<file path="config.mk">
export PLATFORM = sky130hd
export DESIGN_NAME = flash_host_ctrl
export DESIGN_NICKNAME = d
export VERILOG_FILES = /design/src/core/flash_host_pkg.sv /design/src/core/flash_bus_cycle.sv /design/src/core/flash_host_ctrl.sv
export VERILOG_INCLUDE_DIRS = /design/src /design/src/core
export SDC_FILE = /design/constraint.sdc
export NUM_CORES = 1
export LEC_CHECK = 0
export ABC_AREA = 1
export BUFFER_PORTS_ARGS = -buffer_cell sky130_fd_sc_hd__buf_2
export CORE_MARGIN = 2
export CORE_UTILIZATION = 60
export CTS_CLUSTER_SIZE = 12
export DETAILED_ROUTE_END_ITERATION = 16
export PLACE_DENSITY = 0.83
export SLEW_MARGIN = 5
export SYNTH_ARGS = -nofsm -noshare
export SYNTH_HDL_FRONTEND = slang
export SYNTH_SLANG_ARGS = --single-unit
</file>
<file path="constraint.sdc">
create_clock -name clk_sys -period 4.5 [get_ports clk_sys]
set_input_delay 0.45 -clock clk_sys [delete_from_list [all_inputs] [get_ports clk_sys]]
set_output_delay 0.45 -clock clk_sys [all_outputs]
set_load 0.1 [all_outputs]
</file>
<file path="src/core/flash_host_regs.svh">
// Constants for the parallel flash host controller
// Functional notes
// - Main erase is six writes; sixth is 5555 hex with 30 hex.
// - Word program is four writes, then device times itself.
// - Host enables lockout with a six-write command sequence.
// - Host issues identification exit to return to normal reads.
// - Only low data byte carries command; upper byte ignored.
`ifndef FLASH_HOST_REGS_SVH
`define FLASH_HOST_REGS_SVH
`define FH_UNLOCK_ADDR1 16'h5555
`define FH_UNLOCK_ADDR2 16'h2AAA
`define FH_UNLOCK_DATA1 8'hAA
`define FH_UNLOCK_DATA2 8'h55
`define FH_CMD_SETUP 8'h80
`define FH_CMD_CHIP_ERASE 8'h10
`define FH_CMD_MAIN_ERASE 8'h30
`define FH_CMD_LOCKOUT 8'h40
`define FH_CMD_PROGRAM 8'hA0
`define FH_CMD_ID_ENTRY 8'h90
`define FH_CMD_ID_EXIT 8'hF0
`define FH_LOCK_STATUS_ADDR 16'h0002
`define FH_BOOT_LAST_ADDR 16'h1FFF
`define FH_CLK_PERIOD_PS 5000
`define FH_STROBE_MIN_NS 15
`define FH_SETUP_MIN_NS 45
`define FH_STROBE_CYCLES ((`FH_STROBE_MIN_NS * 1000 + `FH_CLK_PERIOD_PS - 1) / `FH_CLK_PERIOD_PS)
`define FH_SETUP_CYCLES ((`FH_SETUP_MIN_NS * 1000 + `FH_CLK_PERIOD_PS - 1) / `FH_CLK_PERIOD_PS)
`endif

</file>
<file path="src/core/flash_host_pkg.sv">
// Types shared by the parallel flash host controller
package flash_host_pkg;
    typedef enum logic [2:0] {
        OP_READ = 3'b000,
        OP_PROGRAM = 3'b001,
        OP_CHIP_ERASE = 3'b010,
        OP_MAIN_ERASE = 3'b011,
        OP_LOCKOUT = 3'b100,
        OP_ID_ENTRY = 3'b101,
        OP_ID_EXIT = 3'b110,
        OP_ID_EXIT_SHORT = 3'b111
    } op_t;

    typedef struct packed {
        op_t op;
        logic [15:0] addr;
        logic [15:0] data;
    } req_t;

    typedef struct packed {
        logic chip_sel_n;
        logic out_en_n;
        logic write_n;
        logic [15:0] word_address_lines;
        logic [15:0] data_out;
        logic data_oe;
    } pins_t;

    typedef enum logic [2:0] {
        CYC_IDLE = 3'b000,
        CYC_SETUP = 3'b001,
        CYC_STROBE = 3'b010,
        CYC_HOLD = 3'b011,
        CYC_DONE = 3'b100
    } cyc_state_t;
endpackage

</file>
<file path="src/core/flash_bus_cycle.sv">
// One asynchronous bus cycle, read or write, on the flash pins
`timescale 1ns/1ps
`include "flash_host_regs.svh"
module flash_bus_cycle (
    input wire logic clk_sys,
    input wire logic reset_n,
    input wire logic start,
    input wire logic is_write,
    input wire logic [15:0] addr,
    input wire logic [15:0] wdata,
    input wire logic [15:0] data_in_sync,
    output flash_host_pkg::pins_t pins,
    output logic [15:0] rdata,
    output logic done
);
    localparam logic [3:0] SETUP_CNT = 4'(`FH_SETUP_CYCLES);
    localparam logic [3:0] STROBE_CNT = 4'(`FH_STROBE_CYCLES);
    // Read data needs two sync stages plus access time before sampling
    localparam logic [3:0] READ_CNT = 4'(`FH_SETUP_CYCLES + 2);

    flash_host_pkg::cyc_state_t state_reg, state_next;
    flash_host_pkg::pins_t pins_reg, pins_next;
    logic [3:0] cnt_reg, cnt_next;
    logic wr_reg, wr_next;
    logic [15:0] rdata_reg, rdata_next;
    logic done_reg, done_next;

    always_comb begin
        state_next = state_reg;
        pins_next = pins_reg;
        cnt_next = cnt_reg;
        wr_next = wr_reg;
        rdata_next = rdata_reg;
        done_next = 1'b0;
        unique case (state_reg)
            flash_host_pkg::CYC_IDLE: begin
                if (start) begin
                    // Address and data settle before any strobe falls
                    pins_next.word_address_lines = addr;
                    pins_next.data_out = wdata;
                    pins_next.data_oe = is_write;
                    pins_next.chip_sel_n = 1'b0;
                    wr_next = is_write;
                    cnt_next = 4'h0;
                    state_next = flash_host_pkg::CYC_SETUP;
                end
            end
            flash_host_pkg::CYC_SETUP: begin
                cnt_next = cnt_reg + 4'h1;
                if (cnt_reg == 4'h0) begin
                    // Write strobe falls last, so address latches on it
                    pins_next.write_n = ~wr_reg;
                    pins_next.out_en_n = wr_reg;
                    cnt_next = 4'h0;
                    state_next = flash_host_pkg::CYC_STROBE;
                end
            end
            flash_host_pkg::CYC_STROBE: begin
                cnt_next = cnt_reg + 4'h1;
                // Strobe held well past the noise filter width
                if (wr_reg ? (cnt_reg >= STROBE_CNT + SETUP_CNT) : (cnt_reg >= READ_CNT)) begin
                    if (!wr_reg) begin
                        rdata_next = data_in_sync;
                    end
                    // Write rises first, data latched there
                    pins_next.write_n = 1'b1;
                    pins_next.out_en_n = 1'b1;
                    state_next = flash_host_pkg::CYC_HOLD;
                end
            end
            flash_host_pkg::CYC_HOLD: begin
                pins_next.chip_sel_n = 1'b1;
                pins_next.data_oe = 1'b0;
                state_next = flash_host_pkg::CYC_DONE;
            end
            flash_host_pkg::CYC_DONE: begin
                done_next = 1'b1;
                state_next = flash_host_pkg::CYC_IDLE;
            end
            default: state_next = flash_host_pkg::CYC_IDLE;
        endcase
    end

    always_ff @(posedge clk_sys or negedge reset_n) begin
        if (!reset_n) begin
            state_reg <= flash_host_pkg::CYC_IDLE;
            pins_reg <= '{chip_sel_n: 1'b1, out_en_n: 1'b1, write_n: 1'b1,
                word_address_lines: 16'h0000, data_out: 16'h0000, data_oe: 1'b0};
            cnt_reg <= 4'h0;
            wr_reg <= 1'b0;
            rdata_reg <= 16'h0000;
            done_reg <= 1'b0;
        end else begin
            state_reg <= state_next;
            pins_reg <= pins_next;
            cnt_reg <= cnt_next;
            wr_reg <= wr_next;
            rdata_reg <= rdata_next;
            done_reg <= done_next;
        end
    end

    assign pins = pins_reg;
    assign rdata = rdata_reg;
    assign done = done_reg;

    chk_no_write_with_oe: assert property (@(posedge clk_sys) disable iff (!reset_n)
        !(pins_reg.write_n == 1'b0 && pins_reg.out_en_n == 1'b0))
        else $error("write strobe low while output enable low");
    chk_write_needs_cs: assert property (@(posedge clk_sys) disable iff (!reset_n)
        !pins_reg.write_n |-> !pins_reg.chip_sel_n)
        else $error("write strobe low without chip select");
    chk_strobe_width: assert property (@(posedge clk_sys) disable iff (!reset_n)
        $fell(pins_reg.write_n) |-> !pins_reg.write_n [*4])
        else $error("write strobe pulse too narrow");
    chk_data_stable: assert property (@(posedge clk_sys) disable iff (!reset_n)
        !pins_reg.write_n |-> $stable(pins_reg.data_out) && $stable(pins_reg.word_address_lines))
        else $error("address or data moved during write strobe");
endmodule

</file>
<file path="src/core/flash_host_ctrl.sv">
// Host controller that issues command sequences to a 64K x 16 parallel flash
`timescale 1ns/1ps
`include "flash_host_regs.svh"
module flash_host_ctrl #(
    parameter int POLL_LIMIT = 65535
) (
    input wire logic clk_sys,
    input wire logic reset_n,
    input wire logic req_valid,
    input flash_host_pkg::req_t req,
    output logic req_ready,
    output logic resp_valid,
    output logic [15:0] resp_data,
    output logic resp_timeout,
    output logic chip_sel_n,
    output logic out_en_n,
    output logic write_n,
    output logic [15:0] word_address_lines,
    output logic [15:0] bidir_data_lines_out,
    output logic bidir_data_lines_oe,
    input wire logic [15:0] bidir_data_lines_in
);
    typedef enum logic [2:0] {
        ST_IDLE = 3'b000,
        ST_ISSUE = 3'b001,
        ST_WAIT = 3'b010,
        ST_POLL = 3'b011,
        ST_POLL_WAIT = 3'b100,
        ST_REPLY = 3'b101
    } state_t;

    // Step count of each command sequence
    function automatic logic [2:0] seq_len(input flash_host_pkg::op_t op);
        unique case (op)
            flash_host_pkg::OP_READ: seq_len = 3'd1;
            flash_host_pkg::OP_PROGRAM: seq_len = 3'd4;
            flash_host_pkg::OP_ID_ENTRY, flash_host_pkg::OP_ID_EXIT: seq_len = 3'd3;
            flash_host_pkg::OP_ID_EXIT_SHORT: seq_len = 3'd1;
            default: seq_len = 3'd6;
        endcase
    endfunction

    // Final command byte for a six-write sequence
    function automatic logic [7:0] last_cmd(input flash_host_pkg::op_t op);
        unique case (op)
            flash_host_pkg::OP_CHIP_ERASE: last_cmd = `FH_CMD_CHIP_ERASE;
            flash_host_pkg::OP_MAIN_ERASE: last_cmd = `FH_CMD_MAIN_ERASE;
            default: last_cmd = `FH_CMD_LOCKOUT;
        endcase
    endfunction

    logic [2:0] step_reg, step_next;
    state_t state_reg, state_next;
    flash_host_pkg::req_t cur_reg, cur_next;
    logic [15:0] last_rd_reg, last_rd_next;
    logic [15:0] resp_reg, resp_next;
    logic resp_valid_reg, resp_valid_next;
    logic timeout_reg, timeout_next;
    logic [15:0] poll_reg, poll_next;
    logic first_poll_reg, first_poll_next;
    logic ready_reg;
    logic [15:0] din_meta_reg, din_sync_reg;

    logic cyc_start;
    logic cyc_write;
    logic [15:0] cyc_addr;
    logic [15:0] cyc_data;
    flash_host_pkg::pins_t pins;
    logic [15:0] cyc_rdata;
    logic cyc_done;

    // Pin data crosses from the asynchronous bus
    always_ff @(posedge clk_sys or negedge reset_n) begin
        if (!reset_n) begin
            din_meta_reg <= 16'h0000;
            din_sync_reg <= 16'h0000;
        end else begin
            din_meta_reg <= bidir_data_lines_in;
            din_sync_reg <= din_meta_reg;
        end
    end

    flash_bus_cycle u_cycle (
        .clk_sys(clk_sys),
        .reset_n(reset_n),
        .start(cyc_start),
        .is_write(cyc_write),
        .addr(cyc_addr),
        .wdata(cyc_data),
        .data_in_sync(din_sync_reg),
        .pins(pins),
        .rdata(cyc_rdata),
        .done(cyc_done)
    );

    // Address and data of the current step
    always_comb begin
        cyc_write = 1'b1;
        cyc_addr = `FH_UNLOCK_ADDR1;
        cyc_data = {8'h00, `FH_UNLOCK_DATA1};
        if (cur_reg.op == flash_host_pkg::OP_READ) begin
            cyc_write = 1'b0;
            cyc_addr = cur_reg.addr;
        end else if (cur_reg.op == flash_host_pkg::OP_ID_EXIT_SHORT) begin
            cyc_data = {8'h00, `FH_CMD_ID_EXIT};
        end else begin
            unique case (step_reg)
                3'd1, 3'd4: begin
                    cyc_addr = `FH_UNLOCK_ADDR2;
                    cyc_data = {8'h00, `FH_UNLOCK_DATA2};
                end
                3'd2: begin
                    unique case (cur_reg.op)
                        flash_host_pkg::OP_PROGRAM: cyc_data = {8'h00, `FH_CMD_PROGRAM};
                        flash_host_pkg::OP_ID_ENTRY: cyc_data = {8'h00, `FH_CMD_ID_ENTRY};
                        flash_host_pkg::OP_ID_EXIT: cyc_data = {8'h00, `FH_CMD_ID_EXIT};
                        default: cyc_data = {8'h00, `FH_CMD_SETUP};
                    endcase
                end
                3'd3: begin
                    if (cur_reg.op == flash_host_pkg::OP_PROGRAM) begin
                        cyc_addr = cur_reg.addr;
                        cyc_data = cur_reg.data;
                    end
                end
                3'd5: cyc_data = {8'h00, last_cmd(cur_reg.op)};
                default: ;
            endcase
        end
        if (state_reg == ST_POLL) begin
            cyc_write = 1'b0;
            cyc_addr = cur_reg.addr;
        end
    end

    assign cyc_start = (state_reg == ST_ISSUE) || (state_reg == ST_POLL);

    always_comb begin
        state_next = state_reg;
        step_next = step_reg;
        cur_next = cur_reg;
        last_rd_next = last_rd_reg;
        resp_next = resp_reg;
        resp_valid_next = 1'b0;
        timeout_next = timeout_reg;
        poll_next = poll_reg;
        first_poll_next = first_poll_reg;
        unique case (state_reg)
            ST_IDLE: begin
                // Ready is low on the first edge after reset, so nothing is taken there
                if (req_valid && ready_reg) begin
                    cur_next = req;
                    step_next = 3'd0;
                    timeout_next = 1'b0;
                    state_next = ST_ISSUE;
                end
            end
            ST_ISSUE: state_next = ST_WAIT;
            ST_WAIT: begin
                if (cyc_done) begin
                    if (step_reg + 3'd1 < seq_len(cur_reg.op)) begin
                        step_next = step_reg + 3'd1;
                        state_next = ST_ISSUE;
                    end else if (cur_reg.op == flash_host_pkg::OP_READ) begin
                        resp_next = cyc_rdata;
                        state_next = ST_REPLY;
                    end else if (cur_reg.op == flash_host_pkg::OP_PROGRAM
                        || cur_reg.op == flash_host_pkg::OP_CHIP_ERASE
                        || cur_reg.op == flash_host_pkg::OP_MAIN_ERASE) begin
                        // Device self-times; wait by polling
                        poll_next = 16'h0000;
                        first_poll_next = 1'b1;
                        state_next = ST_POLL;
                    end else begin
                        resp_next = 16'h0000;
                        state_next = ST_REPLY;
                    end
                end
            end
            ST_POLL: state_next = ST_POLL_WAIT;
            ST_POLL_WAIT: begin
                if (cyc_done) begin
                    last_rd_next = cyc_rdata;
                    first_poll_next = 1'b0;
                    poll_next = poll_reg + 16'h0001;
                    // Two reads with equal bit 6 mean the alternating line stopped
                    if (!first_poll_reg && cyc_rdata[6] == last_rd_reg[6]) begin
                        resp_next = cyc_rdata;
                        state_next = ST_REPLY;
                    end else if (poll_reg == 16'(POLL_LIMIT)) begin
                        timeout_next = 1'b1;
                        resp_next = cyc_rdata;
                        state_next = ST_REPLY;
                    end else begin
                        state_next = ST_POLL;
                    end
                end
            end
            ST_REPLY: begin
                resp_valid_next = 1'b1;
                state_next = ST_IDLE;
            end
            default: state_next = ST_IDLE;
        endcase
    end

    always_ff @(posedge clk_sys or negedge reset_n) begin
        if (!reset_n) begin
            state_reg <= ST_IDLE;
            step_reg <= 3'd0;
            cur_reg <= '0;
            last_rd_reg <= 16'h0000;
            resp_reg <= 16'h0000;
            resp_valid_reg <= 1'b0;
            timeout_reg <= 1'b0;
            poll_reg <= 16'h0000;
            first_poll_reg <= 1'b0;
        end else begin
            state_reg <= state_next;
            step_reg <= step_next;
            cur_reg <= cur_next;
            last_rd_reg <= last_rd_next;
            resp_reg <= resp_next;
            resp_valid_reg <= resp_valid_next;
            timeout_reg <= timeout_next;
            poll_reg <= poll_next;
            first_poll_reg <= first_poll_next;
        end
    end

    // Ready is a flop loaded from the next state, so it matches the current state except in the first cycle after reset, when it is low
    always_ff @(posedge clk_sys or negedge reset_n) begin
        if (!reset_n) begin
            ready_reg <= 1'b0;
        end else begin
            ready_reg <= (state_next == ST_IDLE);
        end
    end

    assign req_ready = ready_reg;
    assign resp_valid = resp_valid_reg;
    assign resp_data = resp_reg;
    assign resp_timeout = timeout_reg;
    assign chip_sel_n = pins.chip_sel_n;
    assign out_en_n = pins.out_en_n;
    assign write_n = pins.write_n;
    assign word_address_lines = pins.word_address_lines;
    assign bidir_data_lines_out = pins.data_out;
    assign bidir_data_lines_oe = pins.data_oe;

    chk_no_drive_on_read: assert property (@(posedge clk_sys) disable iff (!reset_n)
        !out_en_n |-> !bidir_data_lines_oe)
        else $error("host drives data while flash output enabled");
    chk_sixth_write_cmd: assert property (@(posedge clk_sys) disable iff (!reset_n)
        (state_reg == ST_ISSUE && step_reg == 3'd5
            && cur_reg.op == flash_host_pkg::OP_MAIN_ERASE)
        |-> cyc_addr == 16'h5555 && cyc_data[7:0] == 8'h30)
        else $error("sixth main erase write wrong");
    chk_program_len: assert property (@(posedge clk_sys) disable iff (!reset_n)
        (state_reg == ST_WAIT && cyc_done && cur_reg.op == flash_host_pkg::OP_PROGRAM)
        |-> (step_reg == 3'd3) == (state_next == ST_POLL))
        else $error("program sequence length not four");
    chk_poll_after_erase: assert property (@(posedge clk_sys) disable iff (!reset_n)
        (state_reg == ST_WAIT && cyc_done && step_reg == 3'd5
            && cur_reg.op != flash_host_pkg::OP_LOCKOUT)
        |=> state_reg == ST_POLL)
        else $error("erase not followed by polling");
endmodule

</file>
# --- Yosys cells after proc, flatten, opt, wreduce, memory -nomap -nowiden ---
# Cells that the tools add are included.
word_totals:
  mem_bits_ro: 0
  input_bits: 54
  latchBits: 0
  regBits: 177
  ram_bits: 0
  output_inout_bits: 55
  n_memories: 0
classes:
  reduce_logical: 32
  n_div: 0
  n_mul: 0
  muxes: 71
  n_addsub: 3
  order_cmp: 3
  eq_ne: 36
  shift: 0
  bitwise_logic: 1
op_table:
  columns: ["operator", "count"]
  rows:
  - ["$mux 16", 19]
  - ["$pmux 16 s2", 3]
  - ["$pmux 16 s4", 1]
  - ["$mux 3", 16]
  - ["$eq 3x2->1 const B", 8]
  - ["$eq 3x3->1 const B", 8]
  - ["$pmux 7 s3", 1]
  - ["$add 16x1->16 const B", 1]
  - ["$eq 16x16->1 const B", 1]
  - ["$mux 1", 16]
  - ["$ne 2x2->1 const B", 8]
  - ["$pmux 3 s5", 1]
  - ["$pmux 7 s2", 1]
  - ["$eq 3x1->1 const B", 4]
  - ["$logic_not 3->1", 4]
  - ["$pmux 3 s4", 1]
  - ["$pmux 4 s3", 1]
  - ["$reduce_and 6->1", 2]
  - ["$reduce_and 2->1", 5]
  - ["$reduce_bool 2->1", 5]
  - ["$pmux 3 s3", 1]
  - ["$reduce_and 3->1", 3]
  - ["$ge 4x4->1 const B", 2]
  - ["$mux 4", 2]
  - ["19 further kinds", 32]

# --- Logic depth before layout (Yosys ltp) ---
# Gate-level depths: netlist of the first run.
depth:
  ltp_word: 10
  ltp_mapped: 15
  mapped_depth_nobuf: 14

# --- Modules after synthesis ---
# From an unflattened synthesis of the first run, not the netlist that was laid out.
unflattened:
  cells_unflattened: 862
  hier_area_um2: 7508.5
modules_own_cells:
  columns: ["mod", "instances", "area_per_inst_um2", "cells_each"]
  rows:
  - ["flash_host_ctrl", 1, 5046.1, 581]
  - ["flash_bus_cycle", 1, 2462.4, 281]

# --- Least setup slack after synthesis of the first run ---
# No wires, ideal clock.
synth_timing:
  path_type: "flip-flop to flip-flop"
  start: "register step_reg[0]"
  end: "register resp_reg[2] (netlist: resp_data[2])"
  arrival_ns: 1.902
  path_buffers: 1
  path_stages_with_launch: 12
  synth_period_minus_slack_ns: 2.024
  slack_ns: 2.476
  required_time_ns: 4.378
  path_cell_list: "dfrtp_1 -> ha_1 -> ha_1 -> inv_1 -> ha_1 -> a21oi_1 -> nand2_2 -> nand2_2 -> nand2_4 -> buf_2 -> nand3b_1 -> nand2_1"
synth_via:
  elab_chain_len: 4
synth_rtl:
  columns: ["element", "line", "text"]
  rows:
  - ["from (decl)", "flash_host_ctrl.sv:52", "logic [2:0] step_reg, step_next;"]
  - ["from (signal assigned)", "flash_host_ctrl.sv:220", "step_reg <= step_next;"]
  - ["$add 3x1->3", "flash_host_ctrl.sv:161", "if (step_reg + 3'd1 < seq_len(cur_reg.op)) begin"]
  - ["$lt 3x3->1", "flash_host_ctrl.sv:161", null]
  - ["$ne 2x2->1 (no line)", null, null]
  - ["$reduce_and 6->1 (no line)", null, null]
  - ["to (signal assigned)", "flash_host_ctrl.sv:223", "resp_reg <= resp_next;"]
  - ["to (decl)", "flash_host_ctrl.sv:56", "logic [15:0] resp_reg, resp_next;"]
# No other way between the ends.
# A chain may end at the register's enable or synchronous reset.

# --- Final worst setup path of the first run ---
layout_timing:
  start: "register step_reg[1]"
  end: "register u_cycle.pins_reg, in the netlist u_cycle.pins[6]"
layout_via:
  elab_chain_len: 5
layout_rtl:
  columns: ["element", "line", "text"]
  rows:
  - ["$eq 3x1->1 or $eq 3x3->1 (tied branches)", "flash_host_ctrl.sv:107", "unique case (step_reg)"]
  - ["$reduce_or 2->1", "flash_host_ctrl.sv:107", null]
  - ["$pmux 16 s4 *", "flash_host_ctrl.sv:107", null]
  - ["$mux 16 *", "flash_host_ctrl.sv:104", "end else if (cur_reg.op == flash_host_pkg::OP_ID_EXIT_SHORT) begin"]
  - ["$mux 16 *", "flash_host_ctrl.sv:101", "if (cur_reg.op == flash_host_pkg::OP_READ) begin"]
  - ["to (signal assigned)", "flash_bus_cycle.sv:87", "pins_reg <= '{chip_sel_n: 1'b1, out_en_n: 1'b1, write_n: 1'b1,"]
  - ["to (signal assigned)", "flash_bus_cycle.sv:95", "pins_reg <= pins_next;"]
  - ["to (decl)", "flash_bus_cycle.sv:22", "flash_host_pkg::pins_t pins_reg, pins_next;"]
# Mark *: on every way between the ends. The rest lies on a longest branch, timed or not.

==> results.sh, run 1 <==
export IMPL_antenna_found_initial=0
export IMPL_grt_pass1_wl_um=27000
export IMPL_cts_root_buf="clkbuf_16"
export IMPL_overflow=0
export IMPL_track_usage_pct=26.0
export IMPL_vias=5974
export IMPL_fmax_mhz=389
export IMPL_layout_min_cycle_time_ns=2.57
export IMPL_cts_tree="yes"
export IMPL_synth_warnings=0
export IMPL_cts_htree_levels=4
export IMPL_powerDensity_nw_per_um2=740
export IMPL_drtIter0Drc=458
export IMPL_skew_ns=0.00902
export IMPL_grt_pass1_vias=5861
export IMPL_r2r_start="step_reg[1]$_DFFE_PN0P_"
export IMPL_portBuffers=108
export IMPL_post_cts_buffers=0
export IMPL_drv_slew=0
export IMPL_max_cap_viol_count=0
export IMPL_synth_top_area_cell="dfrtp_1"
export IMPL_path_class="reg2reg"
export IMPL_numClockSinks=171
export IMPL_fin_setup_tns_ns=0
export IMPL_rsz0062_at_grt="false"
export IMPL_stdcell_area_um2=8660
export IMPL_core_um2=12100
export IMPL_crit_fanout=11
export IMPL_remaining_drc_errors=0
export IMPL_largest_reg_flops=36
export IMPL_hold_viol_final=0
export IMPL_cpMaxStageDelayCell="nor2_1"
export IMPL_fillers=917
export IMPL_nNetsFinal=1003
export IMPL_holdCritPathClass="in2async"
export IMPL_start_util_pct=61.7
export IMPL_vdd_ir_drop_max_mv=0.614
export IMPL_crit_end="u_cycle.pins[6]$_DFFE_PN0P_"
export IMPL_crit_start="step_reg[1]$_DFFE_PN0P_"
export IMPL_path_cells="inv_1, ha_1, inv_1, o21ai_0, inv_1, nand4_1, nand2_1, nor2_1, a31oi_1"
export IMPL_synth_common_cells="nand2_1, dfrtp_1, nor2_1"
export IMPL_die_width_um=115
export IMPL_grt_start_max_net_pins=86
export IMPL_syn_area_um2=7440
export IMPL_synthCells=834
export IMPL_worstMarginPinSlew_ns=1.06
export IMPL_rr_worst_depth=9
export IMPL_synth_seq_cells=171
export IMPL_antenna_left=0
export IMPL_timing_rr_end="u_cycle.pins[6]$_DFFE_PN0P_"
export IMPL_dp_hpwl_um=10600
export IMPL_cts_resized=0
export IMPL_start_kind="flop"
export IMPL_die_y_um=115
export IMPL_io_pins=109
export IMPL_synth_cell_type_count=39
export IMPL_synthTopCellsByArea="dfrtp_1, nand2_1, nor2_1"
export IMPL_final_layout_size_suffix_gt1_share_pct=18.5
export IMPL_num_rows=40
export IMPL_yosys_cell_count_top_type="nand2_1"
export IMPL_worst_path_most_repeated_cell="inv_1"
export IMPL_antenna_cells=0
export IMPL_cp_required_ns=4.76
export IMPL_ctsHoldBuffers=0
export IMPL_setup_viol=0
export IMPL_syn_to_final_growth_pct=16.3
export IMPL_crit_arrival_ns=2.82
export IMPL_rrSetupSlack_ns=1.93
export IMPL_insertion_delay_ns=0.42
export IMPL_cts_max_path_buffers=2
export IMPL_cp_slowest_stage_delay_ns=0.53
export IMPL_routed_via_density=5.33
export IMPL_clk_pin_slew_worst_paths_ns=0.06
export IMPL_stdcell_count=1120
export IMPL_dieArea_um2=13300
export IMPL_place_area_um2=8100
export IMPL_slew_headroom_pct=29.1
export IMPL_wire_per_inst_um=14.5
export IMPL_async_flop_share_pct=100
export IMPL_avgSynthCellArea_um2=8.92
export IMPL_synthFlopType="dfrtp_1"
export IMPL_syn_nets=898
export IMPL_finalCritPeriodShare_pct=57.1
export IMPL_synth_top_area_share_pct=56.5
export IMPL_cts_buffers_inserted=17
export IMPL_first_pass_iters=6
export IMPL_gp_congestion=0.924
export IMPL_placedCellCount=1088
export IMPL_endpoint_kind="flop"
export IMPL_ys_seq_area_share_pct=57.6
export IMPL_outcome="complete, no violations"
export IMPL_p_leak_nw=4.44
export IMPL_synth_edf_count=0
export IMPL_drt_wl_total_um=16200
-- how the worst min path moves through the flow --
stage                               from                      endpoint  slack [ns]
4_1_cts                          reset_n  u_cycle.pins[23]$_DFFE_PN0P_        0.09
2_1_floorplan                    reset_n        cur_reg[0]$_DFFE_PN0P_        0.15
3_5_place_dp   din_meta_reg[5]$_DFF_PN0_     din_sync_reg[5]$_DFF_PN0_        0.33
3_3_place_gp   din_meta_reg[8]$_DFF_PN0_     din_sync_reg[8]$_DFF_PN0_        0.33
6_report                         reset_n  u_cycle.pins[23]$_DFFE_PN0P_        0.06
5_1_grt           bidir_data_lines_in[9]     din_meta_reg[9]$_DFF_PN0_        0.11
-- worst max-delay path: cells and delay by family (launching register included) --
kind	cells	cell delay, ns
buf+inv	3	0.42
flops	1	0.42
fa+ha+maj	1	0.19
simple gates	3	0.79
compound gates	2	0.58
-- metrics by stage --
stage | utilization (%) | power, mW | worst slack [ns] | hold WS [ns]
CTS | 71.8 | 6.42 | 1.93 | 0.0920
global placement | 67.1 | 4.94 | 1.94 | 0.331
floorplan | - | 4.46 | 2.48 | 0.154
detailed placement | 67.1 | 5.01 | 1.97 | 0.335
global route | 71.8 | 6.78 | 1.73 | 0.112
finish | 71.8 | 6.41 | 1.93 | 0.0609
-- layer usage --
layer / share of wire, % / GRT usage, %
met1: 42 / 32.9
met4: 2.1 / 10.7
met5: 0 / 0
met2: 50 / 42.6
met3: 6.0 / 7.12
-- report_power, final --
part / switching (mW) / internal, mW
clock network: 0.581 / 0.792
registers: 0.262 / 1.97
logic: 2.25 / 0.551
-- layout make-up --
cell class | instances | area [um2] | share of cell area (%)
multi-input cells | 572 | 2790 | 32.2
clock inverters | 9 | 90.1 | 1.04
clock buffers | 23 | 468 | 5.41
flip-flops and latches | 171 | 4280 | 49.5
inverters | 65 | 244 | 2.82
repair buffers | 112 | 577 | 6.66
well taps | 168 | 210 | 2.43
-- cells in the final DEF, fill, tap and decap left out, drive strengths merged, types with 23 or more instances in the layout --
cell type / count
nand2: 278
inv: 64
nor2: 73
dfrtp: 168
o21ai: 53
nand3: 52
clkbuf: 23
a21oi: 33
buf: 112
-- kinds of logic (layout without fill, tap and decap cells) --
kind of cell,Yosys count,after routing,share of synthesized area [%]
adders and majority gates,10,10,1.68
DFF,171,171,57.6
and+or+nand+nor,435,435,24.6
xor gates and xnor gates,11,11,1.29
buffers and inverters,91,209,5.08
muxes,12,12,1.82
AOI/OAI and AO/OA,104,104,7.95
Power figures use the tool's default switching activity.
==> run 2: changes to the inputs <==
--- a/config.mk
+++ b/config.mk
@@ -6,13 +6,13 @@
 export SDC_FILE = /design/constraint.sdc
 export NUM_CORES = 1
 export LEC_CHECK = 0
-export ABC_AREA = 1
+export ABC_AREA = 0
 export BUFFER_PORTS_ARGS = -buffer_cell sky130_fd_sc_hd__buf_2
 export CORE_MARGIN = 2
-export CORE_UTILIZATION = 60
+export CORE_UTILIZATION = 51
 export CTS_CLUSTER_SIZE = 12
 export DETAILED_ROUTE_END_ITERATION = 16
-export PLACE_DENSITY = 0.83
+export PLACE_DENSITY = 0.76
 export SLEW_MARGIN = 5
 export SYNTH_ARGS = -nofsm -noshare
 export SYNTH_HDL_FRONTEND = slang
==> constraint.sdc (replaced) <==
create_clock -name clk_sys -period 2.3 [get_ports clk_sys]
set_input_delay 0.23 -clock clk_sys [delete_from_list [all_inputs] [get_ports clk_sys]]
set_output_delay 0.23 -clock clk_sys [all_outputs]
set_load 0.1 [all_outputs]
==> run 2 against run 1 <==
Net effect: the flow now finishes with violations (setup timing); synthesized cell count down 30%; utilization decreased by 4.9 points; worst hold slack lost 0.037 ns; flip-flop and latch count did not move; clock power up 110%; sequential share of layout area decreased by 1.3 points; critical path type unchanged; critical endpoint is now poll_reg[3]$_DFFE_PN0P_; largest cell class unchanged.
==> results.sh, run 2 <==
export IMPL_r2r_start="step_reg[0]$_DFFE_PN0P_"
export IMPL_setup_viol=27
export IMPL_yosys_cell_count_top_type="dfrtp_1"
export IMPL_insertion_delay_ns=0.43
export IMPL_io_pins=109
export IMPL_syn_area_um2=6970
export IMPL_synth_edf_count=0
export IMPL_syn_nets=649
export IMPL_vdd_ir_drop_max_mv=0.590
export IMPL_numClockSinks=171
export IMPL_start_kind="flop"
export IMPL_cts_buffers_inserted=17
export IMPL_stdcell_area_um2=8890
export IMPL_finalCritPeriodShare_pct=105
export IMPL_violations="setup timing"
export IMPL_ys_seq_area_share_pct=61.4
export IMPL_crit_start="step_reg[0]$_DFFE_PN0P_"
export IMPL_dieArea_um2=14600
export IMPL_antenna_cells=0
export IMPL_synthTopCellsByArea="dfrtp_1, mux2_2, o21ai_0"
export IMPL_avgSynthCellArea_um2=11.9
export IMPL_synthCells=585
export IMPL_worstMarginPinSlew_ns=0.710
export IMPL_stdcell_count=932
export IMPL_powerDensity_nw_per_um2=685
export IMPL_endpoint_kind="flop"
export IMPL_rr_worst_depth=10
export IMPL_setup_ws_ns=-0.122
export IMPL_largest_reg_flops=36
export IMPL_placedCellCount=883
export IMPL_path_class="reg2reg"
export IMPL_start_util_pct=52.4
export IMPL_outcome="complete, but fails checks"
export IMPL_synth_cell_type_count=57
export IMPL_grt_pass1_wl_um=26000
export IMPL_cp_required_ns=2.60
export IMPL_cts_tree="yes"
export IMPL_nNetsFinal=808
export IMPL_drtIter0Drc=467
export IMPL_track_usage_pct=22.9
export IMPL_antenna_found_initial=0
export IMPL_whs_ns=0.0238
export IMPL_hold_viol_final=0
export IMPL_gp_congestion=0.906
export IMPL_core_um2=13300
export IMPL_antenna_left=0
export IMPL_crit_arrival_ns=2.72
export IMPL_cts_htree_levels=4
export IMPL_portBuffers=108
export IMPL_fin_setup_tns_ns=-1.02
export IMPL_crit_fanout=8
export IMPL_grt_pass1_vias=5251
export IMPL_fmax_mhz=413
export IMPL_cp_slowest_stage_delay_ns=0.40
export IMPL_synth_top_area_cell="dfrtp_1"
export IMPL_cts_max_path_buffers=2
export IMPL_timing_rr_end="poll_reg[3]$_DFFE_PN0P_"
export IMPL_drv_slew=0
export IMPL_crit_end="poll_reg[3]$_DFFE_PN0P_"
export IMPL_holdCritPathClass="in2reg"
export IMPL_async_flop_share_pct=100
export IMPL_final_layout_size_suffix_gt1_share_pct=35.1
export IMPL_dp_hpwl_um=10600
export IMPL_drt_wl_total_um=15700
export IMPL_overflow=0
export IMPL_synth_warnings=0
export IMPL_skew_ns=0.00625
export IMPL_wire_per_inst_um=16.8
export IMPL_remaining_drc_errors=0
export IMPL_slew_headroom_pct=52.2
export IMPL_p_leak_nw=4.39
export IMPL_path_cells="ha_2, ha_4, inv_2, ha_4, o21a_1, o21ai_2, o41a_1, buf_4, o21ai_0, o21ai_0"
export IMPL_synth_top_area_share_pct=60.3
export IMPL_vias=5143
export IMPL_syn_to_final_growth_pct=27.5
export IMPL_die_width_um=121
export IMPL_synth_seq_cells=171
export IMPL_max_cap_viol_count=0
export IMPL_die_y_um=121
export IMPL_synth_common_cells="dfrtp_1, nand2_1, mux2_2, o21ai_0, nor2_1"
export IMPL_routed_via_density=5.52
export IMPL_synthFlopType="dfrtp_1"
export IMPL_clk_pin_slew_worst_paths_ns=0.06
export IMPL_rrSetupSlack_ns=-0.12
export IMPL_rsz0062_at_grt="true"
export IMPL_grt_start_max_net_pins=56
export IMPL_num_rows=42
export IMPL_mostFrequentLayoutCell="dfrtp_1"
export IMPL_cpMaxStageDelayCell="dfrtp_1"
export IMPL_first_pass_iters=5
export IMPL_cts_root_buf="clkbuf_16"
export IMPL_place_area_um2=8030
export IMPL_layout_min_cycle_time_ns=2.42
export IMPL_mostFrequentLayoutCells="dfrtp_1, buf_2, nand2_1, mux2_2, o21ai_0"
## run 2: cell types whose count changed in the layout (fill, tap and decap cells not counted), sizes merged, moves of 8 or more
cell | before | now
inv | 64 | 17
nand3b | 12 | 1
o31ai | 1 | 9
buf | 112 | 152
and3 | 0 | 9
dlygate4sd3 | 0 | 17
mux2 | 12 | 50
nor2 | 73 | 32
and2 | 0 | 8
a22o | 1 | 24
nand3 | 52 | 14
nand2 | 278 | 53
## run 2: per-layer routing
layer	vias to the layer above	global-route usage, %	routed length, um	share of wire (%)
li1	2405	-	-	-
met5	-	0	0	0
met3	29	5.36	807	5.2
met2	181	37.1	7950	51
met1	2528	29.7	6560	42
met4	0	9.59	337	2.2
## run 2: power breakdown
| group | switching, mW | internal (mW) | leakage, nW |
|---|---|---|---|
| logic | 0.0743 | 0.0606 | 1.91 |
| registers | 0.00689 | 3.04 | 2.19 |
| clock network | 1.18 | 1.74 | 0.282 |
## run 2: area by class of cell
class,count,area (um2)
multi-input cells,370,2620
inverters,15,56.3
well taps,176,220
clock inverters,12,164
fillers,934,4400
flip-flops and latches,171,4280
clock buffers,19,443
repair buffers,169,1110
## run 2: logic make-up after synthesis
| group | count (synthesis) | share of synthesized area (%) |
|---|---|---|
| AOI/OAI and AO/OA | 149 | 13.9 |
| and+or+nand+nor | 156 | 11.4 |
| buffers and inverters | 44 | 2.69 |
| muxes | 50 | 8.08 |
| DFF | 171 | 61.4 |
| xor gates and xnor gates | 5 | 0.628 |
| adders and majority gates | 10 | 1.79 |
## run 2: how the worst min path moves through the flow
stage                     startpoint                       to  slack (ns)  cells after the start
after floorplan              reset_n   cur_reg[0]$_DFFE_PN0P_       -0.07                      0
after detailed placement     reset_n  cur_reg[21]$_DFFE_PN0P_        0.21                      1
after CTS                    req[33]  cur_reg[33]$_DFFE_PN0P_        0.01                      3
final                        req[33]  cur_reg[33]$_DFFE_PN0P_        0.02                      3
after global routing         req[31]  cur_reg[31]$_DFFE_PN0P_        0.03                      2
after global placement       reset_n  cur_reg[25]$_DFFE_PN0P_        0.20                      1
## run 2: per-stage QoR
stage | setup WS, ns | power (mW) | util [%]
3_3_place_gp | -0.187 | 3.21 | 60.4
6_report | -0.122 | 6.09 | 66.9
3_5_place_dp | -0.274 | 3.22 | 60.4
2_1_floorplan | -0.210 | 3.10 | -
5_1_grt | -0.191 | 6.30 | 66.9
4_1_cts | -0.105 | 6.15 | 66.5
## run 2: timing repair
action                     4_1_cts  5_1_grt
setup endpoints to repair       29       31
hold buffers                    17        0
buffers inserted                 1        0
pin swaps                        3        3
resized for setup               10       13
hold endpoints to repair        67        0
## run 2: critical path, delay by kind of cell (launching register included)
kind	cells	cell delay [ns]
compound gates	5	0.93
fa+ha+maj	3	0.71
buf+inv	2	0.25
flops	1	0.40
